### config.mk
export PLATFORM = sky130hd
export DESIGN_NAME = bms_top
export DESIGN_NICKNAME = d
export VERILOG_FILES = /design/src/design/bms_pkg.sv /design/src/design/bms_sync.sv /design/src/design/bms_preset_mem.sv /design/src/design/bms_top.sv
export VERILOG_INCLUDE_DIRS = /design/src /design/src/design
export SDC_FILE = /design/constraint.sdc
export NUM_CORES = 1
export LEC_CHECK = 0
export ABC_AREA = 1
export BUFFER_PORTS_ARGS = -buffer_cell sky130_fd_sc_hd__buf_2
export CAP_MARGIN = 20
export CORE_ASPECT_RATIO = 0.9
export CORE_MARGIN = 1.5
export CORE_UTILIZATION = 41
export CTS_CLUSTER_SIZE = 30
export DETAILED_ROUTE_END_ITERATION = 16
export PLACE_DENSITY = 0.71
export SLEW_MARGIN = 15
export SYNTH_ARGS = -nofsm -noshare
export SYNTH_HDL_FRONTEND = slang
export SYNTH_HIERARCHICAL = 1
export SYNTH_SLANG_ARGS = --single-unit
### constraint.sdc
create_clock -name mclk -period 9.1 [get_ports mclk]
set_input_delay 0.91 -clock mclk [delete_from_list [all_inputs] [get_ports mclk]]
set_output_delay 0.91 -clock mclk [all_outputs]
set_load 0.03 [all_outputs]
### src/design/bms_map.svh
// Address map, field positions, codes and timing constants of the buck mode block
`ifndef BMS_MAP_SVH
`define BMS_MAP_SVH
`define BMS_ADDR_PRESET1 8'h10
`define BMS_ADDR_PRESET2 8'h14
`define BMS_ADDR_PINFN 8'h18
`define BMS_ADDR_STATUS 8'h1c
`define BMS_ADDR_TARGET 8'h20
`define BMS_ADDR_CTRL 8'h24
`define BMS_FN_SCALE1 4'h5
`define BMS_FN_SCALE2 4'h6
`define BMS_PINFN_RST 16'h0000
`define BMS_PRESET_RST 28'h0000000
`define BMS_CTRL_RST 1'b1
`define BMS_CTRL_EN_BIT 0
`define BMS_ST_PWM_BIT 0
`define BMS_ST_TLIM_BIT 1
`define BMS_ST_SEL1_LSB 2
`define BMS_ST_SEL2_LSB 4
`define BMS_ST_LIGHT_BIT 6
`define BMS_TGT2_LSB 16
`define BMS_MCLK_KHZ 25000
`define BMS_FSW_KHZ 4000
`define BMS_TLIM_DIV 4
`define BMS_PWM_MIN_PULSES 32
`define BMS_MV_BASE 12'd600
`define BMS_MV_SPAN 19'd2200
`define BMS_CODE_FULL 19'd127
`endif

### src/design/bms_pkg.sv
// Types shared by the buck mode and voltage select block
package bms_pkg;
  typedef enum logic [5:0] {
    ST_ECO_IDLE = 6'b000001,
    ST_ECO_PULSE = 6'b000010,
    ST_PWM_HS = 6'b000100,
    ST_PWM_LS = 6'b001000,
    ST_TLIM_HS = 6'b010000,
    ST_TLIM_OFF = 6'b100000
  } bms_state_t;

  typedef struct packed {
    logic pwm_trip;
    logic ilim_trip;
    logic vout_short;
    logic load_high;
    logic eco_trip;
    logic peak_ilim;
  } bms_sense_t;

  typedef struct packed {
    logic hs_on;
    logic ls_on;
  } bms_drive_t;
endpackage

### src/design/bms_sync.sv
// Two-stage synchroniser for asynchronous comparator and pin inputs
`timescale 1ns/100ps
`default_nettype none
module bms_sync #(
  parameter int W = 1
) (
  input wire logic mclk,
  input wire logic arst_n,
  input wire logic [W-1:0] d,
  output logic [W-1:0] q
);
  logic [W-1:0] s1_q;
  logic [W-1:0] s2_q;

  always_ff @(posedge mclk or negedge arst_n) begin
    if (!arst_n) begin
      s1_q <= '0;
      s2_q <= '0;
    end else begin
      s1_q <= d;
      s2_q <= s1_q;
    end
  end

  assign q = s2_q;
endmodule
`default_nettype wire

### src/design/bms_preset_mem.sv
// Preset code memory: one word of four codes per regulator, registered reads
`timescale 1ns/100ps
`default_nettype none
`include "bms_map.svh"
module bms_preset_mem #(
  parameter int CW = 7,
  parameter int NP = 4,
  parameter int DEPTH = 2
) (
  input wire logic mclk,
  input wire logic arst_n,
  input wire logic we,
  input wire logic [$clog2(DEPTH)-1:0] waddr,
  input wire logic [CW*NP-1:0] wdata,
  input wire logic [$clog2(DEPTH)-1:0] raddr,
  output logic [CW*NP-1:0] rdata,
  input wire logic [2*DEPTH-1:0] sel,
  output logic [CW*DEPTH-1:0] code
);
  logic [CW*NP-1:0] mem_q [DEPTH];
  logic [CW*NP-1:0] mem_d [DEPTH];
  logic [CW*NP-1:0] rdata_q;
  logic [CW*DEPTH-1:0] code_q;
  logic [CW*DEPTH-1:0] code_d;

  always_comb begin
    for (int i = 0; i < DEPTH; i++) begin
      mem_d[i] = (we && waddr == i[$clog2(DEPTH)-1:0]) ? wdata : mem_q[i];
      code_d[i*CW +: CW] = mem_q[i][sel[i*2 +: 2]*CW +: CW];
    end
  end

  always_ff @(posedge mclk or negedge arst_n) begin
    if (!arst_n) begin
      for (int i = 0; i < DEPTH; i++) begin
        mem_q[i] <= `BMS_PRESET_RST;
      end
      rdata_q <= '0;
      code_q <= '0;
    end else begin
      for (int i = 0; i < DEPTH; i++) begin
        mem_q[i] <= mem_d[i];
      end
      rdata_q <= mem_q[raddr];
      code_q <= code_d;
    end
  end

  assign rdata = rdata_q;
  assign code = code_q;
endmodule
`default_nettype wire

### src/design/bms_top.sv
// Buck switch sequencing, light-load mode control and pin-selected voltage presets
//
// Behaviour
// (RQ1) Modulation mode: high side on each cycle start, off on trip, then low side
// (RQ2) Current-limit comparator also ends the high-side on-time early
// (RQ3) Shorted output enters timed limit: quarter rate, low side disabled
// (RQ4) Modulation mode at heavier load, light-load burst mode below threshold
// (RQ5) Light-load: comparator fire gives one wide pulse, then idle until next fire
// (RQ6) Light-load leaves for modulation on load threshold or current limit
// (RQ7) Peak current sense in light-load starts modulation at next cycle start
// (RQ8) Latched peak current indication cleared at every cycle start
// (RQ9) Modulation held at least 32 pulses, then light-load only if load is light
// (RQ10) Target millivolts equal 600 plus code over 127 times 2200
// (RQ11) Software writes preset codes into the registers at 0x10 and 0x14
// (RQ12) No scaling uses preset 0, one bit presets 0-1, two bits 0-3
// (RQ13) Pin scaling only on regulators 1 and 2, four presets each
// (RQ14) Software assigns a pin to scaling with function code 0101 or 0110
// (RQ15) Single select pin: low picks preset 0, high picks preset 1
// (RQ16) Two-bit selection only on fixed pairs, first pin is upper bit
// (RQ17) Select pins are synchronised to the clock before use
// (RQ18) Processor holds select pins stable except on intended preset change
//
// The APB slave port and the address map were chosen for this implementation.
`timescale 1ns/100ps
`default_nettype none
`include "bms_map.svh"
module bms_top #(
  parameter int NPIN = 4,
  parameter int CW = 7,
  parameter int SW_DIV = `BMS_MCLK_KHZ / `BMS_FSW_KHZ,
  parameter int PWM_MIN = `BMS_PWM_MIN_PULSES
) (
  input wire logic mclk,
  input wire logic arst_n,
  input wire logic psel,
  input wire logic penable,
  input wire logic pwrite,
  input wire logic [7:0] paddr,
  input wire logic [31:0] pwdata,
  output logic [31:0] prdata,
  output logic pready,
  output logic pslverr,
  input wire bms_pkg::bms_sense_t sense_raw,
  input wire logic [NPIN-1:0] mfp_in,
  output bms_pkg::bms_drive_t drive,
  output logic light_load_burst_mode,
  output logic [CW-1:0] vcode1,
  output logic [CW-1:0] vcode2,
  output logic [11:0] target_mv1,
  output logic [11:0] target_mv2
);
  import bms_pkg::*;

  localparam int DW = $clog2(SW_DIV);
  localparam int CNW = $clog2(PWM_MIN + 1);

  // ---------------------------------------------------------------
  // Helpers
  // ---------------------------------------------------------------
  function automatic logic [2:0] pick_preset(input logic [4*NPIN-1:0] fn,
                                             input logic [NPIN-1:0] pins,
                                             input logic [3:0] code);
    logic [2:0] r;
    r = 3'b000;
    // Fixed pairs take precedence over a lone pin
    for (int p = NPIN / 2 - 1; p >= 0; p--) begin
      if (fn[8*p +: 4] == code && fn[8*p+4 +: 4] == code) begin
        r = {1'b1, pins[2*p], pins[2*p+1]}; // RQ16
      end
    end
    if (!r[2]) begin
      for (int p = NPIN - 1; p >= 0; p--) begin
        if (fn[4*p +: 4] == code) begin
          r = {1'b1, 1'b0, pins[p]}; // RQ15
        end
      end
    end
    return r;
  endfunction

  function automatic logic [11:0] code_to_mv(input logic [CW-1:0] c);
    logic [18:0] p;
    p = 19'(c) * `BMS_MV_SPAN;
    return `BMS_MV_BASE + 12'(p / `BMS_CODE_FULL); // RQ10
  endfunction

  function automatic logic addr_ok(input logic [7:0] a);
    return a == `BMS_ADDR_PRESET1 || a == `BMS_ADDR_PRESET2 || a == `BMS_ADDR_PINFN ||
           a == `BMS_ADDR_STATUS || a == `BMS_ADDR_TARGET || a == `BMS_ADDR_CTRL;
  endfunction

  // ---------------------------------------------------------------
  // Input synchronisers
  // ---------------------------------------------------------------
  bms_sense_t sense;
  logic [NPIN-1:0] pins;

  bms_sync #(.W($bits(bms_sense_t))) u_sense_sync (
    .mclk(mclk),
    .arst_n(arst_n),
    .d(sense_raw),
    .q(sense)
  );

  // Pin changes are asynchronous to the switching clock
  bms_sync #(.W(NPIN)) u_pin_sync ( // RQ17
    .mclk(mclk),
    .arst_n(arst_n),
    .d(mfp_in),
    .q(pins)
  );

  // ---------------------------------------------------------------
  // Register slave
  // ---------------------------------------------------------------
  logic [4*NPIN-1:0] pinfn_q, pinfn_d;
  logic en_q, en_d;
  logic [31:0] rdata_q, rdata_d;
  logic rdmem_q, rdmem_d;
  logic [4*CW-1:0] mem_rdata;
  logic [2*CW-1:0] mem_code;
  logic mem_we;
  logic [3:0] sel_q, sel_d;
  logic [11:0] mv1_q, mv1_d, mv2_q, mv2_d;
  bms_state_t st_q, st_d;
  logic setup, wr, is_preset;

  assign setup = psel && !penable;
  assign wr = psel && penable && pwrite;
  assign is_preset = paddr == `BMS_ADDR_PRESET1 || paddr == `BMS_ADDR_PRESET2;
  assign mem_we = wr && is_preset; // RQ11

  always_comb begin
    pinfn_d = pinfn_q;
    en_d = en_q;
    rdata_d = rdata_q;
    rdmem_d = rdmem_q;
    if (setup) begin
      rdmem_d = is_preset;
      rdata_d = '0;
      case (paddr)
        `BMS_ADDR_PINFN: rdata_d[4*NPIN-1:0] = pinfn_q;
        `BMS_ADDR_CTRL: rdata_d[`BMS_CTRL_EN_BIT] = en_q;
        `BMS_ADDR_STATUS: begin
          rdata_d[`BMS_ST_PWM_BIT] = st_q == ST_PWM_HS || st_q == ST_PWM_LS;
          rdata_d[`BMS_ST_TLIM_BIT] = st_q == ST_TLIM_HS || st_q == ST_TLIM_OFF;
          rdata_d[`BMS_ST_SEL1_LSB +: 2] = sel_q[1:0];
          rdata_d[`BMS_ST_SEL2_LSB +: 2] = sel_q[3:2];
          rdata_d[`BMS_ST_LIGHT_BIT] = light_load_burst_mode;
        end
        `BMS_ADDR_TARGET: begin
          rdata_d[11:0] = mv1_q;
          rdata_d[`BMS_TGT2_LSB +: 12] = mv2_q;
        end
        default: rdata_d = '0;
      endcase
    end
    if (wr && paddr == `BMS_ADDR_PINFN) begin
      pinfn_d = pwdata[4*NPIN-1:0]; // RQ14
    end
    if (wr && paddr == `BMS_ADDR_CTRL) begin
      en_d = pwdata[`BMS_CTRL_EN_BIT];
    end
  end

  always_ff @(posedge mclk or negedge arst_n) begin
    if (!arst_n) begin
      pinfn_q <= `BMS_PINFN_RST;
      en_q <= `BMS_CTRL_RST;
      rdata_q <= '0;
      rdmem_q <= 1'b0;
    end else begin
      pinfn_q <= pinfn_d;
      en_q <= en_d;
      rdata_q <= rdata_d;
      rdmem_q <= rdmem_d;
    end
  end

  // Zero wait states; preset reads come straight from the memory's read register
  assign pready = 1'b1;
  assign pslverr = psel && penable && !addr_ok(paddr);
  assign prdata = rdmem_q ? {{(32 - 4 * CW){1'b0}}, mem_rdata} : rdata_q;

  // ---------------------------------------------------------------
  // Preset selection
  // ---------------------------------------------------------------
  bms_preset_mem #(.CW(CW), .NP(4), .DEPTH(2)) u_mem ( // RQ13
    .mclk(mclk),
    .arst_n(arst_n),
    .we(mem_we),
    .waddr(paddr == `BMS_ADDR_PRESET2),
    .wdata(pwdata[4*CW-1:0]),
    .raddr(paddr == `BMS_ADDR_PRESET2),
    .rdata(mem_rdata),
    .sel(sel_q),
    .code(mem_code)
  );

  logic [2:0] pk1, pk2;

  always_comb begin
    pk1 = pick_preset(pinfn_q, pins, `BMS_FN_SCALE1);
    pk2 = pick_preset(pinfn_q, pins, `BMS_FN_SCALE2);
    // No assigned pin leaves the regulator on preset 0
    sel_d = {pk2[2] ? pk2[1:0] : 2'b00, pk1[2] ? pk1[1:0] : 2'b00}; // RQ12
    mv1_d = code_to_mv(mem_code[CW-1:0]); // RQ10
    mv2_d = code_to_mv(mem_code[2*CW-1:CW]);
  end

  always_ff @(posedge mclk or negedge arst_n) begin
    if (!arst_n) begin
      sel_q <= 4'h0;
      mv1_q <= `BMS_MV_BASE;
      mv2_q <= `BMS_MV_BASE;
    end else begin
      sel_q <= sel_d;
      mv1_q <= mv1_d;
      mv2_q <= mv2_d;
    end
  end

  assign vcode1 = mem_code[CW-1:0];
  assign vcode2 = mem_code[2*CW-1:CW];
  assign target_mv1 = mv1_q;
  assign target_mv2 = mv2_q;

  // ---------------------------------------------------------------
  // Switching clock dividers
  // ---------------------------------------------------------------
  logic [DW-1:0] div_q, div_d;
  logic [1:0] q4_q, q4_d;
  logic tick, tlim_tick;

  assign tick = div_q == DW'(SW_DIV - 1);
  assign tlim_tick = tick && q4_q == 2'(`BMS_TLIM_DIV - 1); // RQ3

  always_comb begin
    div_d = tick ? '0 : div_q + 1'b1;
    q4_d = tick ? q4_q + 1'b1 : q4_q;
  end

  always_ff @(posedge mclk or negedge arst_n) begin
    if (!arst_n) begin
      div_q <= '0;
      q4_q <= 2'b00;
    end else begin
      div_q <= div_d;
      q4_q <= q4_d;
    end
  end

  // ---------------------------------------------------------------
  // Switch drive state machine
  // ---------------------------------------------------------------
  logic peak_q, peak_d;
  logic [CNW-1:0] cnt_q, cnt_d;
  bms_drive_t drv_q, drv_d;
  logic leave_pwm, cut_hs, to_pwm;

  assign leave_pwm = cnt_q >= CNW'(PWM_MIN) && !sense.load_high; // RQ9
  assign cut_hs = sense.pwm_trip || sense.ilim_trip; // RQ2
  assign to_pwm = sense.load_high || sense.ilim_trip; // RQ6

  always_comb begin
    // A new peak event in a tick cycle is kept, not lost
    peak_d = sense.peak_ilim || (peak_q && !tick); // RQ8
    st_d = st_q;
    cnt_d = (tick && cnt_q < CNW'(PWM_MIN)) ? cnt_q + 1'b1 : cnt_q;
    if (!en_q) begin
      st_d = ST_ECO_IDLE;
      cnt_d = '0;
    end else if (sense.vout_short && st_q != ST_TLIM_HS && st_q != ST_TLIM_OFF) begin
      st_d = ST_TLIM_OFF; // RQ3
    end else begin
      case (st_q)
        ST_ECO_IDLE, ST_ECO_PULSE: begin
          if (to_pwm) begin
            st_d = ST_PWM_HS; // RQ6
            cnt_d = '0;
          end else if (peak_q && tick) begin
            st_d = ST_PWM_HS; // RQ7
            cnt_d = '0;
          end else if (sense.eco_trip) begin
            st_d = ST_ECO_PULSE; // RQ5
          end else begin
            st_d = ST_ECO_IDLE; // RQ5
          end
        end
        ST_PWM_HS: begin
          if (tick) begin
            st_d = leave_pwm ? ST_ECO_IDLE : ST_PWM_HS; // RQ4
          end else if (cut_hs) begin
            st_d = ST_PWM_LS; // RQ1
          end
        end
        ST_PWM_LS: begin
          if (tick) begin
            st_d = leave_pwm ? ST_ECO_IDLE : ST_PWM_HS; // RQ1
          end
        end
        ST_TLIM_HS: begin
          if (!sense.vout_short) begin
            st_d = ST_PWM_HS;
            cnt_d = '0;
          end else if (cut_hs) begin
            st_d = ST_TLIM_OFF;
          end
        end
        ST_TLIM_OFF: begin
          if (!sense.vout_short) begin
            st_d = ST_PWM_HS;
            cnt_d = '0;
          end else if (tlim_tick) begin
            st_d = ST_TLIM_HS; // RQ3
          end
        end
        default: st_d = ST_ECO_IDLE;
      endcase
    end
    drv_d.hs_on = st_d == ST_PWM_HS || st_d == ST_ECO_PULSE || st_d == ST_TLIM_HS;
    // Low side only in modulation; timed limit leaves it off
    drv_d.ls_on = st_d == ST_PWM_LS; // RQ3
  end

  always_ff @(posedge mclk or negedge arst_n) begin
    if (!arst_n) begin
      st_q <= ST_ECO_IDLE;
      peak_q <= 1'b0;
      cnt_q <= '0;
      drv_q <= '0;
    end else begin
      st_q <= st_d;
      peak_q <= peak_d;
      cnt_q <= cnt_d;
      drv_q <= drv_d;
    end
  end

  assign drive = drv_q;
  assign light_load_burst_mode = st_q == ST_ECO_IDLE || st_q == ST_ECO_PULSE;
endmodule
`default_nettype wire

After elaboration in Yosys (flattened, before gate mapping)
Cells that the tools add are included.
- add/subtract/negate cells: 5
- $mul: 4
- divide/modulo/power cells: 2
- $lt $le $gt $ge: 3
- equal/unequal tests: 28
- shift operators: 2
- multiplexer cells: 47
- bitwise gates (word level): 2
- reductions and logical operators: 39
- operators with widths (kind ; number):
    2-to-1 mux 28 bit ; 4
    2-to-1 mux 6 bit ; 15
    variable part select 28 x 6 -> 7 bit ; 2
    2-to-1 mux 3 bit ; 18
    divider 19 x 7 -> 19 bit (second input constant) ; 2
    equality test 4 x 3 -> 1 bit (second input constant) ; 8
    equality test 8 x 5 -> 1 bit (second input constant) ; 4
    multiplier 7 x 9 -> 16 bit (second input constant) ; 2
    case mux 6 bit (5 select lines) ; 1
    adder 10 x 12 -> 12 bit (first input constant) ; 2
    logical AND 1 bit ; 20
    case mux 6 bit (3 select lines) ; 1
    equality test 8 x 6 -> 1 bit (second input constant) ; 2
    logical OR 1 bit ; 13
    equality test 6 x 2 -> 1 bit (second input constant) ; 2
    equality test 6 x 3 -> 1 bit (second input constant) ; 2
    equality test 6 x 4 -> 1 bit (second input constant) ; 2
    equality test 6 x 5 -> 1 bit (second input constant) ; 2
    2-to-1 mux 12 bit ; 1
    case mux 6 bit (2 select lines) ; 1
    multiplier 2 x 3 -> 5 bit (second input constant) ; 2
    case mux 5 bit (2 select lines) ; 1
    adder 6 x 1 -> 6 bit (second input constant) ; 1
    equality test 6 x 1 -> 1 bit (second input constant) ; 1
    17 further kinds ; 23
- flip-flop bits (word level): 212
- bits in latches: 0
- memory bits (writable): 0
- ROM bits: 0
- input bits: 55
- output and inout port bits: 75
- logic and storage cells: 154
- memories: 0

Logic depth before layout (Yosys ltp)
Gate-level depths: netlist of run 1.
- word-level depth: 10
- mapped depth: 79
- gate-level depth less buffers: 79

Hierarchy
The synthesis of run 1 kept the hierarchy.
- modules (own cells, without submodules) (module ; instances ; cells an instance ; area an instance (um2) ; seq. area each (um2)):
    bms_top ; 1 ; 1687 ; 11279.6 ; 2364.8
    bms_preset_mem ; 1 ; 479 ; 4464.3 ; 2452.4
    bms_sync (u_sense_sync) ; 1 ; 12 ; 300.3 ; 300.3
    bms_sync (u_pin_sync) ; 1 ; 8 ; 200.2 ; 200.2

Worst setup path before layout of run 1
Ideal clock, no wire load.
- kind: reg-to-reg
- start point: register u_mem.code_q[5] (netlist: u_mem/code[5])
- end point: register mv1_q[0] (netlist: target_mv1[0])
- library setup time: 0.124 ns
- data arrival time: 8.697 ns
- data required time: 8.976 ns
- path slack: 0.279 ns
- cell stages (with the launch flop): 73
- path buffers: 0
- period minus slack after synthesis: 8.821 ns
- cells stage by stage: dfrtp_1 inv_1 ha_1 ha_1 or2_2 ha_1 fa_1 ha_1 nand2_1 inv_1 nand2_1 nand4_1 nand2_4 nand2_2 nor2_2 nand3_4 nand2_2 nand2_1 [... 37 more ...] inv_2 nor2_8 inv_2 nand2_4 ha_1 nand2_1 nor2_1 inv_1 nand3_1 nand2_2 ha_1 inv_1 nor2_1 nand2_1 nor2_1 nand3_1 nand2_1 nand3_1
- longest elaborated chain between the ends: 3
- RTL lines (item ; line ; text):
    start: declaration ; bms_preset_mem.sv:23 ; logic [CW*DEPTH-1:0] code_q;
    start signal: assignment ; bms_preset_mem.sv:45 ; code_q <= code_d;
    multiplier 7 x 9 -> 16 bit (no line) ; - ;
    divider 19 x 7 -> 19 bit (no line) ; - ;
    adder 10 x 12 -> 12 bit (no line) ; - ;
    via mv1_d[0] ; bms_top.sv:124 ; logic [11:0] mv1_q, mv1_d, mv2_q, mv2_d;
    end signal: assignment ; bms_top.sv:214 ; mv1_q <= `BMS_MV_BASE;
    end signal: assignment ; bms_top.sv:218 ; mv1_q <= mv1_d;
    end: declaration ; bms_top.sv:124 ;
The timed path passes the listed nets, and every way through them passes these cells.
A chain may end at the register's enable or synchronous reset.

Worst setup path in the final report of run 1
- start point: register u_mem.code_q[13] (netlist: u_mem/code[13])
- end point: register mv2_q[0] (netlist: target_mv2[0])
- longest elaborated chain between the ends: 3
- RTL lines (item ; line ; text):
    multiplier 7 x 9 -> 16 bit (no line) ; - ;
    divider 19 x 7 -> 19 bit (no line) ; - ;
    adder 10 x 12 -> 12 bit (no line) ; - ;
    via mv2_d[0] ; bms_top.sv:124 ;
    end signal: assignment ; bms_top.sv:215 ; mv2_q <= `BMS_MV_BASE;
    end signal: assignment ; bms_top.sv:219 ; mv2_q <= mv2_d;
    end: declaration ; bms_top.sv:124 ;
The timed path passes the listed nets, and every way through them passes these cells.

==> impl_results.md, run 1 <==
- Setup violators final: 0
- Fmax: 0.110 GHz
- Iteration-0 DRC count of the detailed router: 1030
- TritonCTS buffer count: 23
- Slowest stage delay, CP: 0.54 ns
- DIE WIDTH: 213 µm
- Critical Path End: target_mv2[0]$_DFF_PN0_
- Most frequent CP cell: nand2_4
- Die footprint: slightly above 40000 µm²
- Max-Cap Viols: 0
- Core box area: 38700 µm²
- Number of fill cells: 3307
- Slew HR: between 40% and 50%
- Yosys top cell by area: dfrtp_1
- Post-route ant nets: 0
- Fin. max-slew vios: 0
- Period utilization: 99.5%
- Crit. End Element: flop
- N_diodes: 0
- FF-to-FF Start: u_mem/code[13]$_DFF_PN0_
- CTS root buf: clkbuf_16
- Post-synthesis instance total: 2186
- Worst slew pin tran: around 0.87 ns
- IO Pins: 130
- Initial Utilization: between 40% and 50%
- Number of global-route vias before repair: 14100
- Largest net degree at the start of global routing: 90
- R2R Setup Slk: ~0.044 ns
- Seq cells post-synth: 212
- Lkg Pwr: 11.1 nW
- Setup TNS Final: 0 ns
- Vias: roughly 16000
- Synth area leaders: dfrtp_1 31%, nand2_1 13%, inv_1 7.8%
- CTS clk-pin slew, worst paths: 0.06 ns
- Area grow syn2layout: 32.0%
- Worst-case clock buffer depth: 3
- Number of port buffers: 120
- Critical path startpoint: u_mem/code[13]$_DFF_PN0_
- Final Power: between 2 and 3 mW
- Initial antenna violation count: 1
- Yosys warns: 6
- Clock period minus worst slack: ~9.1 ns
- Seq/Total Area, Yosys: ~33%
- Post-synth top area share: between 30 and 40%
- Worst vdd ir: 0.000113 V
- Critical path's slowest cell: fa_1
- Drt first pass iters: 5
- Synthesized area: 16200 µm²
- RSZ-0062 raised after global routing: yes
- Netlist cell types: 65
- Core Rows: 68
- Critical Path AT: around 9.5 ns
- CTS tree: built
- Avg Inst Size Synth: 7.43 µm²
- Clk_skew: 0.0163 ns
- Htree depth: 1
- Total grt overflow: 0
- Top FF cell, synth: dfrtp_1
- Reg2Reg Depth: 68
- DR vias/cell: 5.13
- Total GRT Usage: between 20% and 30%
- CP max FO: 7
- Final GP Congestion: roughly 0.9
- Sink Count: 212
- Worst skew pair latency: 0.52 ns
- HPWL Detailed: ~33000 µm
- # DRC: 0
- DRT Wirelength: 46800 µm
- R2r endpoint: target_mv2[0]$_DFF_PN0_
- Post-synth EDFFs: 0
- CP Class: reg -> reg
- Synth async-reset ratio: 100%
- Power density cells: approximately 120 nW/µm²
- Die height: 192 µm
- First-pass GRT wire length: a little under 70000 µm
- Worst Path Required: between 9 and 10 ns
- CP Launch Type: flop
- Wire length per cell: 15.4 µm
- Status: finished clean
- Share of layout cells above drive strength 1: 36.5%
- Final hold violations: 0
- Layout Nets: 2651
- Hold Path Class: reg -> reg
[worst min path at each step]
stage / slack, ns / start / endpoint / depth (start not counted)
floorplan: 0.33 / u_pin_sync/s1_q[0]$_DFF_PN0_ / u_pin_sync/q[0]$_DFF_PN0_ / 0
global placement: 0.33 / u_pin_sync/s1_q[3]$_DFF_PN0_ / u_pin_sync/q[3]$_DFF_PN0_ / 0
detailed placement: 0.34 / u_sense_sync/s1_q[4]$_DFF_PN0_ / u_sense_sync/q[4]$_DFF_PN0_ / 0
CTS: 0.35 / u_sense_sync/s1_q[0]$_DFF_PN0_ / u_sense_sync/q[0]$_DFF_PN0_ / 0
global route: 0.36 / u_sense_sync/s1_q[0]$_DFF_PN0_ / u_sense_sync/q[0]$_DFF_PN0_ / 0
finish: 0.35 / u_sense_sync/s1_q[0]$_DFF_PN0_ / u_sense_sync/q[0]$_DFF_PN0_ / 0
[through the flow]
stage          instance area, µm²  utilization [%]  worst slack [ns]  std cells  hold slack, ns
2_1_floorplan               16300                -             0.279       2189           0.331
3_3_place_gp                18000             46.6           -0.0289       2896           0.333
3_5_place_dp                18000             46.6            -0.276       2896           0.338
4_1_cts                     19200             49.5           -0.0193       2952           0.351
5_1_grt                     21500             55.4            -0.443       3047           0.355
6_report                    21500             55.4            0.0439       3047           0.350
[sequential cells by signal, summed over array words and instances (netlist names), 12 cells and up]
register,cells
u_mem/rdata,28
rdata_q,28
u_mem/code,14
u_mem/mem_q,56
pinfn_q,16
target_mv1,12
target_mv2,12
[cell type report]
class | count | area (µm²) | area share (%)
clock buffers | 32 | 659 | 3.07
clock inverters | 10 | 133 | 0.618
inverters | 379 | 1440 | 6.73
multi-input cells | 1554 | 10900 | 50.9
flip-flops and latches | 212 | 5320 | 24.8
well taps | 525 | 657 | 3.06
repair buffers | 335 | 2320 | 10.8
[critical path: cells and delay by family (launching register included)]
family | cells | cell delay (ns)
buffers and inverters | 8 | 0.74
DFF | 1 | 0.43
AOI/OAI and AO/OA | 4 | 0.89
adders and majority gates | 7 | 1.76
and+or+nand+nor | 49 | 5.10
[synth_stat cells (10+ instances only)]
cell type / n
mux2_2: 17
o21ai_2: 48
nor3_1: 22
nand3_1: 161
a21oi_1: 21
nand2_1: 574
o21ai_0: 138
nor2_1: 113
dfstp_2: 10
nand2_4: 41
nand2_2: 57
buf_6: 11
nand3_2: 33
nand4_1: 30
o21ai_1: 28
nor2_2: 22
clkbuf_1: 15
inv_1: 337
ha_1: 85
inv_2: 38
nor2_4: 17
o211ai_1: 11
xor2_1: 28
dfrtp_1: 202
[repair_timing]
action	4_1_cts	5_1_grt
cloned	0	2
pin swaps	29	195
hold buffers	0	0
setup buffers	14	91
gates resized for setup	48	342
endpoints found under the setup margin	4	12
[metal layers]
metal  share of wire (%)  track usage, %  wire, µm  vias to the layer above
li1                    -               -         -                     7595
met1                  44            27.8     20700                     7494
met2                  49            35.2     23100                      445
met3                 4.1            1.98      1940                       95
met4                 2.3            4.72      1080                        2
met5               0.036               0        17                        -
[placed cells by master, fill, tap and decap left out, types with 6 or more instances in the layout]
cell,count
buf_2,119
ha_1,52
nor2_2,19
nand2_4,85
inv_4,6
mux2_2,17
nand2_1,486
clkbuf_16,23
o221ai_1,6
o21ai_1,28
inv_1,322
nand4_1,30
xnor2_1,8
o21ai_0,131
nand3_4,32
buf_6,15
nand2_8,12
a31oi_1,9
dfrtp_1,202
buf_4,197
a21oi_1,18
inv_2,49
o211ai_1,11
nand3b_1,9
xor2_1,28
o21ai_2,52
clkbuf_8,6
nor2_4,53
nor2_1,80
nor3_1,22
nand3_1,125
nand2_2,95
ha_4,30
dfstp_2,10
nand3_2,44
[kinds of logic (layout without fill, tap and decap cells)]
group                      count (synthesis)  count (layout)  synth area share [%]
muxes                                     17              17                  1.18
other                                      2               5                0.0462
DFF                                      212             212                  32.7
xor gates and xnor gates                  39              39                  2.20
AOI/OAI and AO/OA                        286             286                  10.9
and+or+nand+nor                         1114            1116                  34.9
adders and majority gates                 91              91                  7.29
buffers and inverters                    425             756                  10.8
[where the power goes]
part | leakage [nW] | total, mW | switching [mW] | internal, mW
logic | 7.83 | 0.587 | 0.363 | 0.224
registers | 2.85 | 1.00 | 0.0250 | 0.979
clock network | 0.395 | 0.966 | 0.374 | 0.592
Power figures use the tool's default switching activity.
==> run 2, diff against run 1 <==
--- a/config.mk
+++ b/config.mk
@@ -9,11 +9,12 @@
 export ABC_AREA = 1
 export BUFFER_PORTS_ARGS = -buffer_cell sky130_fd_sc_hd__buf_2
 export CAP_MARGIN = 20
-export CORE_ASPECT_RATIO = 0.9
+export CORE_ASPECT_RATIO = 0.5
 export CORE_MARGIN = 1.5
 export CORE_UTILIZATION = 41
 export CTS_CLUSTER_SIZE = 30
 export DETAILED_ROUTE_END_ITERATION = 16
+export HOLD_SLACK_MARGIN = 0.03
 export PLACE_DENSITY = 0.71
 export SLEW_MARGIN = 15
 export SYNTH_ARGS = -nofsm -noshare
==> run 2 against run 1 <==
  * Count of clock-buffer cells in the layout up 1
  * Largest power group unchanged
  * Worst hold slack worse by 0.00089 ns
  * Sequential share of layout area is 0.26 points higher
  * Largest cell class unchanged
  * Wire length is 4.5% lower
==> impl_results.md, run 2 (synthesis gave the netlist of run 1 again) <==
- Max FFs per register: 56
- Reg2Reg Depth: 72
- IO Pins: 130
- DRT Wirelength: 44700 µm
- # DRC: 0
- Final GP Congestion: 0.877
- Worst slew pin tran: 1.01 ns
- Setup violators final: 0
- Number of port buffers: 120
- Flip-flop and latch area: 5320 µm²
- Hold Slack: 0.349 ns
- Layout Nets: around 2600
- Iteration-0 DRC count of the detailed router: 872
- Htree depth: 1
- Hold Path Class: reg -> reg
- Initial Utilization: 41.7%
- HPWL Detailed: 30200 µm
- Worst vdd ir: between 0.0001 and 0.00015 V
- Initial antenna violation count: 0
- Total grt overflow: 0
- Clock period minus worst slack: 9.03 ns
- Core Rows: 51
- Final core utilization: 54.5%
- Core box area: between 30000 and 40000 µm²
- CP Depth: 72
- Critical path startpoint: u_mem/code[6]$_DFF_PN0_
- R2r endpoint: target_mv1[0]$_DFF_PN0_
- Die height: roughly 140 µm
- Die footprint: 40900 µm²
- DIE WIDTH: 284 µm
- Post-route ant nets: 0
- FF-to-FF Start: u_mem/code[6]$_DFF_PN0_
- RSZ-0062 raised after global routing: yes
- First-pass GRT wire length: roughly 66000 µm
- Top reg by flops: u_mem/mem_q
- Critical path's slowest cell: fa_2
- CP max FO: 7
- TritonCTS buffer count: 23
- Slew HR: about a third
- CTS tree: built
- Fin. max-slew vios: 0
- Worst skew pair latency: 0.50 ns
- Clk_skew: 0.0116 ns
- Area grow syn2layout: 30.7%
- CTS root buf: clkbuf_16
- Number of global-route vias before repair: 14000
- Max-Cap Viols: 0
- CP Class: reg -> reg
- Crit. End Element: flop
- Worst Path Required: 9.48 ns
- Drt first pass iters: 5
- Number of fill cells: ~3300
- N_diodes: 0
- Total GRT Usage: between 10% and 20%
- Area occupied by multi-input gates: 10900 µm²
- DR vias/cell: 5.07
- Status: finished clean
- CP Launch Type: flop
- Share of layout cells above drive strength 1: 36.5%
- Period utilization: between 90 and 100%
- Worst-case clock buffer depth: 3
- Largest net degree at the start of global routing: 104
- Critical path's top delay family: simple AND/OR/NAND/NOR gates
- R2R Setup Slk: 0.07 ns
- Commonest non-fill, non-tap cell in the layout: nand2_1
- Most frequent cells in the layout: 480 x nand2_1, 322 x inv_1, 201 x dfrtp_1
- CTS clk-pin slew, worst paths: 0.06 ns
- Critical Path AT: 9.41 ns
- Power density cells: 119 nW/µm²
- Slowest stage delay, CP: 0.46 ns
- Fmax: 0.111 GHz
- Critical Path End: target_mv1[0]$_DFF_PN0_
- Lkg Pwr: roughly 11 nW
- Wire length per cell: 14.8 µm
- Final hold violations: 0
- Vias: 15400
- Sink Count: 212
- Cts hold-fix bufs: 0
- Most frequent CP cell: nand2_4
- Worst Path Buf+Inv: 5
## run 2: per-layer routing
metal	vias up	wire length [µm]	GRT usage, %
met5	-	0	0
met1	7374	18700	23.8
met2	336	23400	36.7
li1	7550	-	-
met4	0	1340	5.68
met3	94	1320	1.27
## run 2: worst reg2reg max path, delay by kind of cell, from the launching register on
family	cells	cell delay, ns
AO/OA/AOI/OAI	3	0.48
buffers and inverters	5	0.34
AND/OR/NAND/NOR	57	5.78
flip-flops	1	0.43
adder cells (fa/ha/maj)	7	1.86
## run 2: worst min path at each step
stage | from | endpoint | slack, ns | cells after the start
floorplan | u_pin_sync/s1_q[0]$_DFF_PN0_ | u_pin_sync/q[0]$_DFF_PN0_ | 0.33 | 0
CTS | u_sense_sync/s1_q[4]$_DFF_PN0_ | u_sense_sync/q[4]$_DFF_PN0_ | 0.35 | 0
detailed placement | u_sense_sync/s1_q[4]$_DFF_PN0_ | u_sense_sync/q[4]$_DFF_PN0_ | 0.34 | 0
global placement | u_sense_sync/s1_q[4]$_DFF_PN0_ | u_sense_sync/q[4]$_DFF_PN0_ | 0.33 | 0
finish | u_pin_sync/s1_q[0]$_DFF_PN0_ | u_pin_sync/q[0]$_DFF_PN0_ | 0.35 | 0
global route | u_pin_sync/s1_q[0]$_DFF_PN0_ | u_pin_sync/q[0]$_DFF_PN0_ | 0.36 | 0
## run 2: area by class of cell
class / instances / share of cell area [%]
Clock buffer: 33 / 3.12
Sequential cell: 212 / 25.0
Tap cell: 530 / 3.12
Multi-Input combinational cell: 1554 / 51.3
Inverter: 379 / 6.90
Clock inverter: 8 / 0.542
Timing Repair Buffer: 311 / 9.93
## run 2: what timing repair did
item,CTS,global route
cloned,1,1
buffers inserted,9,92
pin swaps,19,205
resized for setup,31,378
endpoints found under the setup margin,3,13
## run 2: report_power, final
group / switching (mW) / leakage (nW) / total (mW) / internal, mW
clock: 0.365 / 0.387 / 0.955 / 0.589
sequential: 0.0341 / 2.85 / 1.01 / 0.978
combinational: 0.344 / 7.75 / 0.549 / 0.205
## run 2: metrics by stage
step	instance area, µm²	worst slack (ns)	total power [mW]	instances	TNS, ns
final	21200	0.0698	2.52	3027	0
after global routing	21200	-0.504	2.62	3027	-1.49
after CTS	18900	0.00782	2.42	2933	0
after detailed placement	17900	-0.237	1.46	2882	-0.567
after global placement	17900	-0.0354	1.45	2882	-0.0577
after floorplan	16300	0.279	1.31	2189	0
